**config.mk**
```make
export PLATFORM = sky130hd
export DESIGN_NAME = ocl_osc_ctrl
export DESIGN_NICKNAME = d
export VERILOG_FILES = /design/src/rtl/ocl_pkg.sv /design/src/rtl/ocl_osc_ctrl.sv
export SDC_FILE = /design/constraint.sdc
export NUM_CORES = 1
export LEC_CHECK = 0
export BUFFER_PORTS_ARGS = -buffer_cell sky130_fd_sc_hd__buf_4
export CAP_MARGIN = 20
export CORE_MARGIN = 2
export CORE_UTILIZATION = 46
export CTS_BUF_LIST = sky130_fd_sc_hd__clkbuf_8
export DETAILED_ROUTE_END_ITERATION = 8
export PLACE_DENSITY = 0.95
export SLEW_MARGIN = 0
export SYNTH_ARGS = -nofsm -noshare
export SYNTH_HDL_FRONTEND = slang
export SYNTH_SLANG_ARGS = --single-unit
```
**constraint.sdc**
```tcl
create_clock -name clk_i -period 4.1 [get_ports clk_i]
set_clock_uncertainty 0.15 [all_clocks]
set_input_delay 0.205 -clock clk_i [delete_from_list [all_inputs] [get_ports clk_i]]
set_output_delay 0.205 -clock clk_i [all_outputs]
set_load 0.1 [all_outputs]
```
**src/rtl/ocl_pkg.sv**
```systemverilog
package ocl_pkg;
    // register byte offsets
    localparam logic [7:0] OSC_CTRL_ADDR  = 8'h00;
    localparam logic [7:0] IRQ_STAT_ADDR  = 8'h04;
    localparam logic [7:0] IRQ_MASK_ADDR  = 8'h08;
    localparam logic [7:0] PLL_STAT_ADDR  = 8'h0C;

    // oscillator_control field positions
    localparam int FREEZE_BIT   = 7;
    localparam int GUARD_BIT    = 6;
    localparam int SETTLED_BIT  = 5;
    localparam int UNUSED_BIT   = 4;
    localparam int FAIL_BIT     = 3;
    localparam int PRIM_BIT     = 2;
    localparam int SEC_BIT      = 1;
    localparam int SWITCH_BIT   = 0;
    localparam int NEXT_SRC_LSB = 8;

    // unlock keys written to the low byte
    localparam logic [7:0] UNLOCK_KEY1 = 8'h46;
    localparam logic [7:0] UNLOCK_KEY2 = 8'h57;

    // interrupt status bits
    localparam int IRQ_FAIL_BIT   = 0;
    localparam int IRQ_SWDONE_BIT = 1;
    localparam int IRQ_SETTLE_BIT = 2;
    localparam int IRQ_WIDTH      = 3;

    // reset values
    localparam logic [2:0] IRQ_MASK_RST  = 3'h0;
    localparam logic       FREEZE_RST    = 1'b0;
    localparam logic       GUARD_RST     = 1'b0;
    localparam logic       PRIM_RST      = 1'b0;
    localparam logic       SEC_RST       = 1'b0;

    typedef enum logic [1:0] {
        UNL_IDLE  = 2'b00,
        UNL_KEY1  = 2'b01,
        UNL_ARMED = 2'b11
    } ocl_unlock_type;

    typedef struct packed {
        logic       fail_monitor_cfg_bit;
        logic       single_session_map_cfg;
        logic [2:0] initial_osc_cfg;
    } ocl_cfg_type;

    typedef struct packed {
        logic pll_enabled;
        logic pll_locked;
        logic pll_timer_done;
        logic pll_mode_selected;
    } ocl_pll_type;
endpackage

```
**src/rtl/ocl_osc_ctrl.sv**
```systemverilog
`timescale 1ns/1ps
// Contract
// - with fail monitor on, freeze bit 7 set locks source and switch requests
// - with fail monitor config 0, selections never locked by freeze bit
// - bit 6 is pin-map write guard, 1 active, 0 inactive
// - guard changes only after the unlock sequence; other writes leave it
// - single-session config 1 forbids clearing guard once set until reset
// - bit 5 reads 1 when PLL enabled and locked or start-up timer expired
// - bit 5 forced 0 during any switch or non-PLL mode
// - bit 4 always reads zero, writes ignored
// - bit 3 set when the fail monitor reports a clock failure
// - bit 2 keeps primary oscillator running in sleep when 1
// - bit 1 enables the 32 kHz secondary oscillator
// - writing 1 to bit 0 starts switch to next source; reads 0 when done
// - next source resets from the initial oscillator config bits
// - guard set blocks writes to pin input and output map registers
module ocl_osc_ctrl (
    input  wire logic                 clk_i,
    input  wire logic                 rst_i,
    input  wire logic                 wb_cyc_i,
    input  wire logic                 wb_stb_i,
    input  wire logic                 wb_we_i,
    input  wire logic [7:0]           wb_adr_i,
    input  wire logic [3:0]           wb_sel_i,
    input  wire logic [31:0]          wb_dat_i,
    output logic      [31:0]          wb_dat_o,
    output logic                      wb_ack_o,
    input  wire ocl_pkg::ocl_cfg_type cfg_i,
    input  wire ocl_pkg::ocl_pll_type pll_i,
    input  wire logic                 clock_fail_detect_i,
    input  wire logic                 switch_done_i,
    input  wire logic                 sleep_i,
    output logic                      primary_osc_run_o,
    output logic                      secondary_osc_on_o,
    output logic                      switch_start_o,
    output logic      [2:0]           next_source_o,
    output logic                      pin_map_locked_o,
    output logic                      irq_o
);
    logic                   ack_q, ack_d;
    logic [31:0]            rdat_q, rdat_d;
    logic                   freeze_q, freeze_d;
    logic                   guard_q, guard_d;
    logic                   settled_q, settled_d;
    logic                   fail_q, fail_d;
    logic                   prim_q, prim_d;
    logic                   sec_q, sec_d;
    logic                   sw_q, sw_d;
    logic [2:0]             nsrc_q, nsrc_d;
    logic [2:0]             stat_q, stat_d;
    logic [2:0]             mask_q, mask_d;
    logic                   irq_q, irq_d;
    logic                   prim_run_q, prim_run_d;
    ocl_pkg::ocl_unlock_type unl_q, unl_d;

    logic       acc, wr, rd, wr_ctrl, wr_lo, wr_hi, locked, settled_raw;
    logic [7:0] lo;
    logic [15:0] ctrl_word;
    logic       key_write_chk;

    // bus strobes; access acts on the edge that raises ack
    assign acc     = wb_cyc_i && wb_stb_i && !ack_q;
    assign wr      = acc && wb_we_i;
    assign rd      = acc && !wb_we_i;
    assign wr_ctrl = wr && (wb_adr_i == ocl_pkg::OSC_CTRL_ADDR);
    assign wr_lo   = wr_ctrl && wb_sel_i[0];
    assign wr_hi   = wr_ctrl && wb_sel_i[1];
    assign lo      = wb_dat_i[7:0];
    // freeze only counts while the fail monitor is configured on
    assign locked  = cfg_i.fail_monitor_cfg_bit && freeze_q;
    assign settled_raw = pll_i.pll_enabled && pll_i.pll_mode_selected
                         && (pll_i.pll_locked || pll_i.pll_timer_done)
                         && !sw_q && !switch_done_i;

    always_comb
    begin
        ctrl_word = '0;
        ctrl_word[ocl_pkg::FREEZE_BIT]  = freeze_q;
        ctrl_word[ocl_pkg::GUARD_BIT]   = guard_q;
        ctrl_word[ocl_pkg::SETTLED_BIT] = settled_q;
        ctrl_word[ocl_pkg::UNUSED_BIT]  = 1'b0;
        ctrl_word[ocl_pkg::FAIL_BIT]    = fail_q;
        ctrl_word[ocl_pkg::PRIM_BIT]    = prim_q;
        ctrl_word[ocl_pkg::SEC_BIT]     = sec_q;
        ctrl_word[ocl_pkg::SWITCH_BIT]  = sw_q;
        ctrl_word[ocl_pkg::NEXT_SRC_LSB +: 3] = nsrc_q;
    end

    // bus slave
    always_comb
    begin
        ack_d  = acc;
        rdat_d = '0;
        if (rd)
        begin
            unique case (wb_adr_i)
                ocl_pkg::OSC_CTRL_ADDR: rdat_d = {16'h0000, ctrl_word};
                ocl_pkg::IRQ_STAT_ADDR: rdat_d = {29'h0, stat_q};
                ocl_pkg::IRQ_MASK_ADDR: rdat_d = {29'h0, mask_q};
                ocl_pkg::PLL_STAT_ADDR: rdat_d = {31'h0, settled_q};
                default:                rdat_d = '0;
            endcase
        end
    end

    // unlock sequence tracker; any other control write disarms it
    always_comb
    begin
        unl_d = unl_q;
        if (wr_ctrl)
        begin
            unique case (unl_q)
                ocl_pkg::UNL_IDLE:
                    unl_d = (wr_lo && lo == ocl_pkg::UNLOCK_KEY1) ? ocl_pkg::UNL_KEY1
                                                                : ocl_pkg::UNL_IDLE;
                ocl_pkg::UNL_KEY1:
                    unl_d = (wr_lo && lo == ocl_pkg::UNLOCK_KEY2) ? ocl_pkg::UNL_ARMED
                                                                : ocl_pkg::UNL_IDLE;
                ocl_pkg::UNL_ARMED:
                    unl_d = ocl_pkg::UNL_IDLE;
                default:
                    unl_d = ocl_pkg::UNL_IDLE;
            endcase
        end
    end

    // control fields
    always_comb
    begin
        logic key_write;
        key_write = 1'b0;
        freeze_d  = freeze_q;
        guard_d   = guard_q;
        prim_d    = prim_q;
        sec_d     = sec_q;
        sw_d      = sw_q;
        nsrc_d    = nsrc_q;
        fail_d    = fail_q;
        // key bytes outside the armed state only feed the sequence, they alter no field
        key_write = wr_lo && unl_q != ocl_pkg::UNL_ARMED
                    && (lo == ocl_pkg::UNLOCK_KEY1 || lo == ocl_pkg::UNLOCK_KEY2);
        if (wr_lo && !key_write)
        begin
            freeze_d = lo[ocl_pkg::FREEZE_BIT];
            prim_d   = lo[ocl_pkg::PRIM_BIT];
            sec_d    = lo[ocl_pkg::SEC_BIT];
            if (!lo[ocl_pkg::FAIL_BIT])
                fail_d = 1'b0;
            if (unl_q == ocl_pkg::UNL_ARMED)
            begin
                if (lo[ocl_pkg::GUARD_BIT] || !(cfg_i.single_session_map_cfg && guard_q))
                    guard_d = lo[ocl_pkg::GUARD_BIT];
            end
            if (lo[ocl_pkg::SWITCH_BIT] && !locked)
                sw_d = 1'b1;
        end
        if (wr_hi && !locked && !sw_q)
            nsrc_d = wb_dat_i[ocl_pkg::NEXT_SRC_LSB +: 3];
        if (switch_done_i && sw_q)
            sw_d = 1'b0;
        if (clock_fail_detect_i)
            fail_d = 1'b1;
    end

    // status, mask and outputs; set wins over read-clear
    always_comb
    begin
        settled_d  = settled_raw;
        stat_d     = stat_q;
        mask_d     = mask_q;
        if (rd && wb_adr_i == ocl_pkg::IRQ_STAT_ADDR)
            stat_d = '0;
        if (wr && wb_adr_i == ocl_pkg::IRQ_MASK_ADDR && wb_sel_i[0])
            mask_d = wb_dat_i[2:0];
        if (clock_fail_detect_i)
            stat_d[ocl_pkg::IRQ_FAIL_BIT] = 1'b1;
        if (switch_done_i && sw_q)
            stat_d[ocl_pkg::IRQ_SWDONE_BIT] = 1'b1;
        if (settled_raw && !settled_q)
            stat_d[ocl_pkg::IRQ_SETTLE_BIT] = 1'b1;
        irq_d      = |(stat_d & mask_d);
        prim_run_d = prim_d || !sleep_i;
    end

    always_ff @(posedge clk_i)
    begin
        if (rst_i)
        begin
            ack_q      <= 1'b0;
            rdat_q     <= '0;
            unl_q      <= ocl_pkg::UNL_IDLE;
            freeze_q   <= ocl_pkg::FREEZE_RST;
            guard_q    <= ocl_pkg::GUARD_RST;
            settled_q  <= 1'b0;
            fail_q     <= 1'b0;
            prim_q     <= ocl_pkg::PRIM_RST;
            sec_q      <= ocl_pkg::SEC_RST;
            sw_q       <= 1'b0;
            // synchronous reset, so a strap may be sampled here
            nsrc_q     <= cfg_i.initial_osc_cfg;
            stat_q     <= '0;
            mask_q     <= ocl_pkg::IRQ_MASK_RST;
            irq_q      <= 1'b0;
            prim_run_q <= 1'b1;
        end
        else
        begin
            ack_q      <= ack_d;
            rdat_q     <= rdat_d;
            unl_q      <= unl_d;
            freeze_q   <= freeze_d;
            guard_q    <= guard_d;
            settled_q  <= settled_d;
            fail_q     <= fail_d;
            prim_q     <= prim_d;
            sec_q      <= sec_d;
            sw_q       <= sw_d;
            nsrc_q     <= nsrc_d;
            stat_q     <= stat_d;
            mask_q     <= mask_d;
            irq_q      <= irq_d;
            prim_run_q <= prim_run_d;
        end
    end

    assign wb_ack_o           = ack_q;
    assign wb_dat_o           = rdat_q;
    assign primary_osc_run_o  = prim_run_q;
    assign secondary_osc_on_o = sec_q;
    assign switch_start_o     = sw_q;
    assign next_source_o      = nsrc_q;
    // map register file refuses writes while this is high
    assign pin_map_locked_o   = guard_q;
    assign irq_o              = irq_q;

    a_freeze_blocks_switch: assert property (@(posedge clk_i) disable iff (rst_i)
        (locked && !sw_q) |=> !sw_q)
        else $error("switch started while selections frozen");
    a_unfrozen_switch_ok: assert property (@(posedge clk_i) disable iff (rst_i)
        (!cfg_i.fail_monitor_cfg_bit && wr_lo && !key_write_chk && lo[0]) |=> sw_q)
        else $error("switch request lost with monitor off");
    a_guard_needs_key: assert property (@(posedge clk_i) disable iff (rst_i)
        (unl_q != ocl_pkg::UNL_ARMED) |=> $stable(guard_q))
        else $error("guard changed without unlock sequence");
    a_single_session: assert property (@(posedge clk_i) disable iff (rst_i)
        (cfg_i.single_session_map_cfg && guard_q) |=> guard_q)
        else $error("guard cleared in single session mode");
    a_settled_zero: assert property (@(posedge clk_i) disable iff (rst_i)
        (sw_q || !pll_i.pll_mode_selected) |=> !settled_q)
        else $error("pll flag high during switch or non pll mode");
    a_bit4_zero: assert property (@(posedge clk_i) disable iff (rst_i)
        ack_q && (wb_adr_i == ocl_pkg::OSC_CTRL_ADDR) |-> !wb_dat_o[ocl_pkg::UNUSED_BIT])
        else $error("unimplemented bit read as one");
    a_fail_sticky: assert property (@(posedge clk_i) disable iff (rst_i)
        clock_fail_detect_i |=> fail_q ##1 (fail_q || $past(wr_lo)))
        else $error("clock fail flag lost");
    a_switch_clears: assert property (@(posedge clk_i) disable iff (rst_i)
        (sw_q && switch_done_i) |=> !sw_q ##1 (!sw_q || $past(wr_lo)))
        else $error("switch request not cleared on takeover");
    a_irq_level: assert property (@(posedge clk_i) disable iff (rst_i)
        |(stat_q & mask_q) |-> irq_o)
        else $error("interrupt low with unmasked status");
    a_freeze_holds_src: assert property (@(posedge clk_i) disable iff (rst_i)
        (locked && wr_hi) |=> $stable(next_source_o))
        else $error("next source changed while selections frozen");
    a_guard_sets: assert property (@(posedge clk_i) disable iff (rst_i)
        (unl_q == ocl_pkg::UNL_ARMED && wr_lo && lo[ocl_pkg::GUARD_BIT]) |=> guard_q)
        else $error("armed guard write did not set the guard");
    a_guard_clears: assert property (@(posedge clk_i) disable iff (rst_i)
        (unl_q == ocl_pkg::UNL_ARMED && wr_lo && !lo[ocl_pkg::GUARD_BIT]
         && !cfg_i.single_session_map_cfg) |=> !guard_q)
        else $error("armed guard clear refused in multi session mode");
    a_settled_rises: assert property (@(posedge clk_i) disable iff (rst_i)
        (pll_i.pll_enabled && pll_i.pll_mode_selected && !sw_q && !switch_done_i
         && (pll_i.pll_locked || pll_i.pll_timer_done)) |=> settled_q)
        else $error("pll flag low although pll settled");
    a_settled_off: assert property (@(posedge clk_i) disable iff (rst_i)
        !pll_i.pll_enabled |=> !settled_q)
        else $error("pll flag high with pll disabled");
    a_keep_in_sleep: assert property (@(posedge clk_i) disable iff (rst_i)
        (prim_q && !wr_lo) |=> primary_osc_run_o)
        else $error("primary oscillator stopped although kept");
    a_stop_in_sleep: assert property (@(posedge clk_i) disable iff (rst_i)
        (!prim_q && !wr_lo && sleep_i) |=> !primary_osc_run_o)
        else $error("primary oscillator running in sleep");
    a_sec_follows: assert property (@(posedge clk_i) disable iff (rst_i)
        (wr_lo && !key_write_chk) |=> secondary_osc_on_o == $past(lo[ocl_pkg::SEC_BIT]))
        else $error("secondary oscillator enable not written");
    // no disable: this one watches the reset edges themselves
    a_nsrc_from_cfg: assert property (@(posedge clk_i)
        rst_i |=> next_source_o == $past(cfg_i.initial_osc_cfg))
        else $error("next source not loaded from config at reset");
    a_irq_quiet: assert property (@(posedge clk_i) disable iff (rst_i)
        !(|(stat_q & mask_q)) |-> !irq_o)
        else $error("interrupt high with no unmasked status");

    assign key_write_chk = wr_lo && unl_q != ocl_pkg::UNL_ARMED
                           && (lo == ocl_pkg::UNLOCK_KEY1 || lo == ocl_pkg::UNLOCK_KEY2);
endmodule

```
Yosys cells after proc, flatten, opt, wreduce, memory -nomap -nowiden
Cells that the tools add are included.
{ "word_totals": {"register_bits": 53, "inputBits": 61} }
{ "classes": {"n_reduce_logical": 49, "n_bitwise": 2, "n_eq_ne": 9, "mux": 15} }
{ "ops": {"columns": ["operator", "count"], "rows": [
  ["$pmux W11 S4", 1],
  ["$logic_and A1 B1 Y1", 26],
  ["$eq A8 B4 Y1 const B", 2],
  ["$eq A8 B7 Y1 const B", 2],
  ["$mux W3", 4],
  ["$logic_not A1 Y1", 9],
  ["$eq A8 B3 Y1 const B", 1],
  ["$logic_not A8 Y1", 1],
  ["$mux W1", 8],
  ["$logic_or A1 B1 Y1", 4],
  ["$pmux W2 S2", 1],
  ["$reduce_and A2 Y1", 2],
  ["$reduce_bool A2 Y1", 2],
  ["$reduce_or A2 Y1", 2],
  ["$and A3 B3 Y3", 1],
  ["$reduce_and A3 Y1", 1],
  ["$reduce_or A3 Y1", 1],
  ["$eq A2 B1 Y1 const B", 1],
  ["$eq A2 B2 Y1 const B", 1],
  ["$logic_not A2 Y1", 1],
  ["$mux W2", 1],
  ["$ne A2 B1 Y1 const B", 1],
  ["$ne A2 B2 Y1 const B", 1],
  ["$not A1 Y1", 1]
]} }

Logic depth before layout (Yosys ltp)
{ "depth": {"ltp_word": 11, "ltp_mapped": 6, "ltp_nobuf": 5} }

Worst setup path before layout
Ideal clock, no wire load.
{ "synth_timing": {"path_kind": "register to register", "startpoint": "register ack_q, in the netlist wb_ack_o", "endpoint": "register fail_q", "path_stages_with_launch": 7, "arrival_time_ns": 1.979, "path_slack_ns": 1.844, "n_path_buf": 1, "synth_period_minus_slack_ns": 2.256, "setup_ns": 0.128, "path_cell_list": "dfxtp_1 -> and3b_1 -> clkbuf_1 -> nand4_1 -> or4_1 -> a21oi_1 -> nor2_1"} }
{ "synth_via": {"elab_chain_cells": 11} }
{ "synth_rtl": {"columns": ["element", "line", "text"], "rows": [
  ["from (decl)", "ocl_osc_ctrl.sv:40", "logic ack_q, ack_d;"],
  ["from (signal assigned)", "ocl_osc_ctrl.sv:208", "ack_q <= ack_d;"],
  ["$logic_not A1 Y1 *", "ocl_osc_ctrl.sv:62", "assign acc = wb_cyc_i && wb_stb_i && !ack_q;"],
  ["$logic_and A1 B1 Y1 *", "ocl_osc_ctrl.sv:62", null],
  ["$logic_and A1 B1 Y1 *", "ocl_osc_ctrl.sv:63", "assign wr = acc && wb_we_i;"],
  ["$logic_and A1 B1 Y1 *", "ocl_osc_ctrl.sv:65", "assign wr_ctrl = wr && (wb_adr_i == ocl_pkg::OSC_CTRL_ADDR);"],
  ["$logic_and A1 B1 Y1 *", "ocl_osc_ctrl.sv:66", "assign wr_lo = wr_ctrl && wb_sel_i[0];"],
  ["$logic_and A1 B1 Y1 (2 in a row)", null, null],
  ["$logic_not A1 Y1", "ocl_osc_ctrl.sv:142", "if (wr_lo && !key_write)"],
  ["$logic_and A1 B1 Y1 *", "ocl_osc_ctrl.sv:142", null],
  ["$reduce_bool A2 Y1 (no source line) *", null, null],
  ["$reduce_and A2 Y1 (no source line) *", null, null],
  ["to (signal assigned)", "ocl_osc_ctrl.sv:214", "fail_q <= fail_d;"],
  ["to (decl)", "ocl_osc_ctrl.sv:45", "logic fail_q, fail_d;"]
]} }
Mark *: on every way between the ends. The rest lies on a longest branch, timed or not.
A chain may end at the register's enable or synchronous reset.

Worst setup path after layout
{ "layout_timing": {"startpoint": "register ack_q, in the netlist wb_ack_o", "endpoint": "register prim_run_q, in the netlist primary_osc_run_o"} }
{ "layout_via": {"elab_chain_cells": 11} }
{ "layout_rtl": {"columns": ["element", "line", "text"], "rows": [
  ["$logic_not A1 Y1 *", "ocl_osc_ctrl.sv:62", null],
  ["$logic_and A1 B1 Y1 *", "ocl_osc_ctrl.sv:62", null],
  ["$logic_and A1 B1 Y1 *", "ocl_osc_ctrl.sv:63", null],
  ["$logic_and A1 B1 Y1 *", "ocl_osc_ctrl.sv:65", null],
  ["$logic_and A1 B1 Y1 *", "ocl_osc_ctrl.sv:66", null],
  ["$logic_and A1 B1 Y1 (2 in a row)", null, null],
  ["$logic_not A1 Y1", "ocl_osc_ctrl.sv:142", null],
  ["$logic_and A1 B1 Y1 *", "ocl_osc_ctrl.sv:142", null],
  ["$mux W1 *", "ocl_osc_ctrl.sv:142", null],
  ["$logic_or A1 B1 Y1 *", "ocl_osc_ctrl.sv:182", "prim_run_d = prim_d || !sleep_i;"],
  ["to (signal assigned)", "ocl_osc_ctrl.sv:222", "prim_run_q <= prim_run_d;"],
  ["to (decl)", "ocl_osc_ctrl.sv:53", "logic prim_run_q, prim_run_d;"]
]} }
Marks and branches as above.

==> flow_summary_export.csv <==
group,metric,value,unit
clock_tree,cts.clk_slew.worst_paths,0.06,ns
sta,tns,0,ns
global_routing,grt_usage,17.93,%
clock_tree,cts_tree,"done",
global_routing,antenna_found_initial,0,
setup_path,crit_type,"reg2reg",
die,die_w,61.06,um
synth,synth.area.top_cells,"dfxtp_1 (37%), buf_4 (11%), edfxtp_1 (6.0%), mux2i_1 (5.3%), nor2_1 (5.0%)",
setup_path,cp-startpoint,"wb_ack_o$_SDFF_PP0_",
power,p_per_area,367.0,nW/um^2
power,switching_share,34.98,%
final_layout,final_nets,271,
sta,drv_slew,0,
die,die_area,3728,um^2
power,leakagePower,0.8964,nW
final_layout,layoutNonFillerInstCount,255,
synth,synth_area_leader_cell,"dfxtp_1",
place,place.gp.congestion,0.8018,
routing,drt_iter0_markers,19,
sta,rsz0062_at_grt,"false",
final_layout,diodes,0,
routing,wirelength,3235,um
setup_path,r2r_cells,5,
power,p_int,0.4640,mW
setup_path,reg2reg_to,"primary_osc_run_o$_SDFF_PP1_",
power,combPwrFrac,25.0,%
global_routing,first_global_vias,1071,
synth,netlist.area_leader.share,37.43,%
routing,wire_per_inst,12.69,um
worst_hold_path,hp-start,"wb_dat_i[7]",
synth,seq_area_frac_synth,43.44,%
power,peakVddDrop,0.0002321,V
power,power_frac_seq,44.2,%
worst_hold_path,hold-path-cell-count,3,
final_layout,drive_gt1_share,34.12,%
setup_path,cp-end-kind,"flip-flop",
final_layout,fillers,272,
routing,drc,0,
sta,hold_viol_final,0,
synth,syn_avg_cell_area,9.789,um^2
sta,setup_viol,0,
synth,synth_area,1498,um^2
place,portBuffers,56,
die,core,3078,um^2
setup_path,critPathArrivalTime,1.94,ns
routing,dr.pass1.iters,4,
power,p_switching,0.2496,mW
worst_hold_path,min_delay_worst_endpoint,"freeze_q$_SDFFE_PP0P_",
clock_tree,htree_levels,2,
routing,via_per_inst,4.886,
place,dpl.hpwl,2544,um
worst_hold_path,min_path_type,"in2reg",
synth,ys_types,40,
routing,antenna_left,0,
clock_tree,cts.sinks,31,
synth,synth_edf_count,3,
synth,postSynth.asyncResetShare,0,%
synth,synth_cells,153,
sta,fmax,521.5,MHz
synth,yosysWarnings,0,
setup_path,crit_path_start_kind,"flip-flop",
setup_path,timing.rr.start,"wb_ack_o$_SDFF_PP0_",
clock_tree,cts_root_buf,"clkbuf_8",
global_routing,grt_start_max_net_pins,26,
global_routing,gr-total-overflow,0,
final_layout,syn_to_final_growth,29.82,%
die,start_util,48.66,%
sta,final.period_utilization,46.77,%
final_layout,final_util,63.17,%
setup_path,reg2reg_slack,2.18,ns
clock_tree,cts.repair.resized,0,
flow_run,cap_violations,0,
global_routing,grt_pass1_wl,4733,um
routing,via_count,1246,
outcome,status,"finished, final reports clean",
die,die_y,61.06,um
synth,ys_seq_elements,31,
sta,min_period,1.918,ns
place,place_inst,245,
die,rows,20,
setup_path,critPathRequiredTime,4.12,ns
clock_tree,clockBufferDepth,2,
die,ios,102,
synth,ys.flop_type,"dfxtp_1",
clock_tree,insertion_delay,0.28,ns
power,p_clk_share,30.8,%
clock_tree,cts_inserted_buffers,5,
setup_path,worstPathMaxFanout,7,
registers in the layout, summed over array words and instances (netlist names), 2 cells and up:
| signal | count |
|---|---|
| wb_dat_o | 10 |
| stat_q | 3 |
| mask_q | 3 |
| unl_q | 2 |
| next_source_o | 3 |
cell type report:
type | instances | area [um^2] | share of cell area (%)
Clock buffer | 5 | 68.82 | 3.539
Multi-Input combinational cell | 112 | 709.4 | 36.49
Inverter | 2 | 7.507 | 0.3861
Timing Repair Buffer | 58 | 440.4 | 22.65
Clock inverter | 3 | 12.51 | 0.6435
Tap cell | 44 | 55.05 | 2.831
Sequential cell | 31 | 650.6 | 33.46
per-layer routing:
metal | wire length [um] | vias up | GRT usage [%]
met1 | 1187 | 563 | 18.68
met3 | 278 | 10 | 5.882
li1 | - | 614 | -
met2 | 1701 | 59 | 31.91
met5 | 0 | - | 0
met4 | 68 | 0 | 9.317
critical path: stages (launching register included):
cell	delay, ns
dfxtp_1	0.30
and3b_1	0.32
nand4_1	0.21
nor3_2	0.45
mux2i_1	0.27
nand3b_1	0.09
cells in the mapped netlist, types with 2 or more instances:
library cell,instances
dfxtp_1,28
buf_4,22
nor2_1,20
a21oi_1,9
mux2i_1,8
and3_1,7
nand2_1,7
nand4_1,5
clkbuf_1,3
edfxtp_1,3
mux2_2,3
nor2b_1,3
and4_1,2
buf_6,2
clkbuf_2,2
inv_1,2
nand2b_1,2
nand3_1,2
o32a_1,2
layout by cell type, fill, tap and decap left out, types with 3 or more instances in the layout:
| master | count |
|---|---|
| buf_4 | 56 |
| dfxtp_1 | 28 |
| conb_1 | 22 |
| nor2_1 | 20 |
| a21oi_1 | 9 |
| mux2i_1 | 8 |
| nand2_1 | 7 |
| and3_1 | 7 |
| nand4_1 | 5 |
| clkbuf_8 | 5 |
| inv_1 | 4 |
| mux2_2 | 3 |
| nor2b_1 | 3 |
| edfxtp_1 | 3 |
what timing repair did:
| action | CTS | global route |
|---|---|---|
| hold buffers | 2 | 0 |
| endpoints found under the hold margin | 2 | 0 |
| setup buffers | 0 | 0 |
worst max-delay path by stage:
stage | slack [ns] | end | cells past startpoint
2_1_floorplan | 1.84 | fail_q$_SDFFE_PP0P_ | 6
3_3_place_gp | 2.10 | primary_osc_run_o$_SDFF_PP1_ | 6
3_5_place_dp | 2.08 | primary_osc_run_o$_SDFF_PP1_ | 6
4_1_cts | 2.20 | primary_osc_run_o$_SDFF_PP1_ | 5
5_1_grt | 2.05 | primary_osc_run_o$_SDFF_PP1_ | 5
6_report | 2.18 | primary_osc_run_o$_SDFF_PP1_ | 5
cells by family after synthesis:
kind of cell              count (synthesis)  synth area share (%)
other                                     1                0.2504
buffers and inverters                    31                 14.45
DFF                                      31                 43.44
and+or+nand+nor                          60                 24.65
AOI/OAI and AO/OA                        17                 7.519
xor gates and xnor gates                  1                0.5849
muxes                                    12                 9.106
per-stage QoR:
| step | hold WS (ns) | instance area, um^2 | power (mW) | setup WS (ns) |
|---|---|---|---|---|
| after CTS | 0.01411 | 1944 | 0.7185 | 2.203 |
| after global placement | 0.2518 | 1843 | 0.4968 | 2.097 |
| after detailed placement | 0.2536 | 1843 | 0.4984 | 2.076 |
| after global routing | 0.05031 | 1944 | 0.7385 | 2.050 |
| after floorplan | 0.1382 | 1577 | 0.4751 | 1.844 |
| final | 0.02015 | 1944 | 0.7137 | 2.182 |
power by group through the flow:
stage               Combinational (mW)  Clock, mW  Sequential, mW
floorplan                        0.127          0           0.348
global placement                 0.175          0           0.322
detailed placement               0.176          0           0.322
CTS                              0.178      0.225           0.315
global route                     0.185      0.237           0.316
finish                           0.178      0.220           0.315
Power figures use the tool's default switching activity.
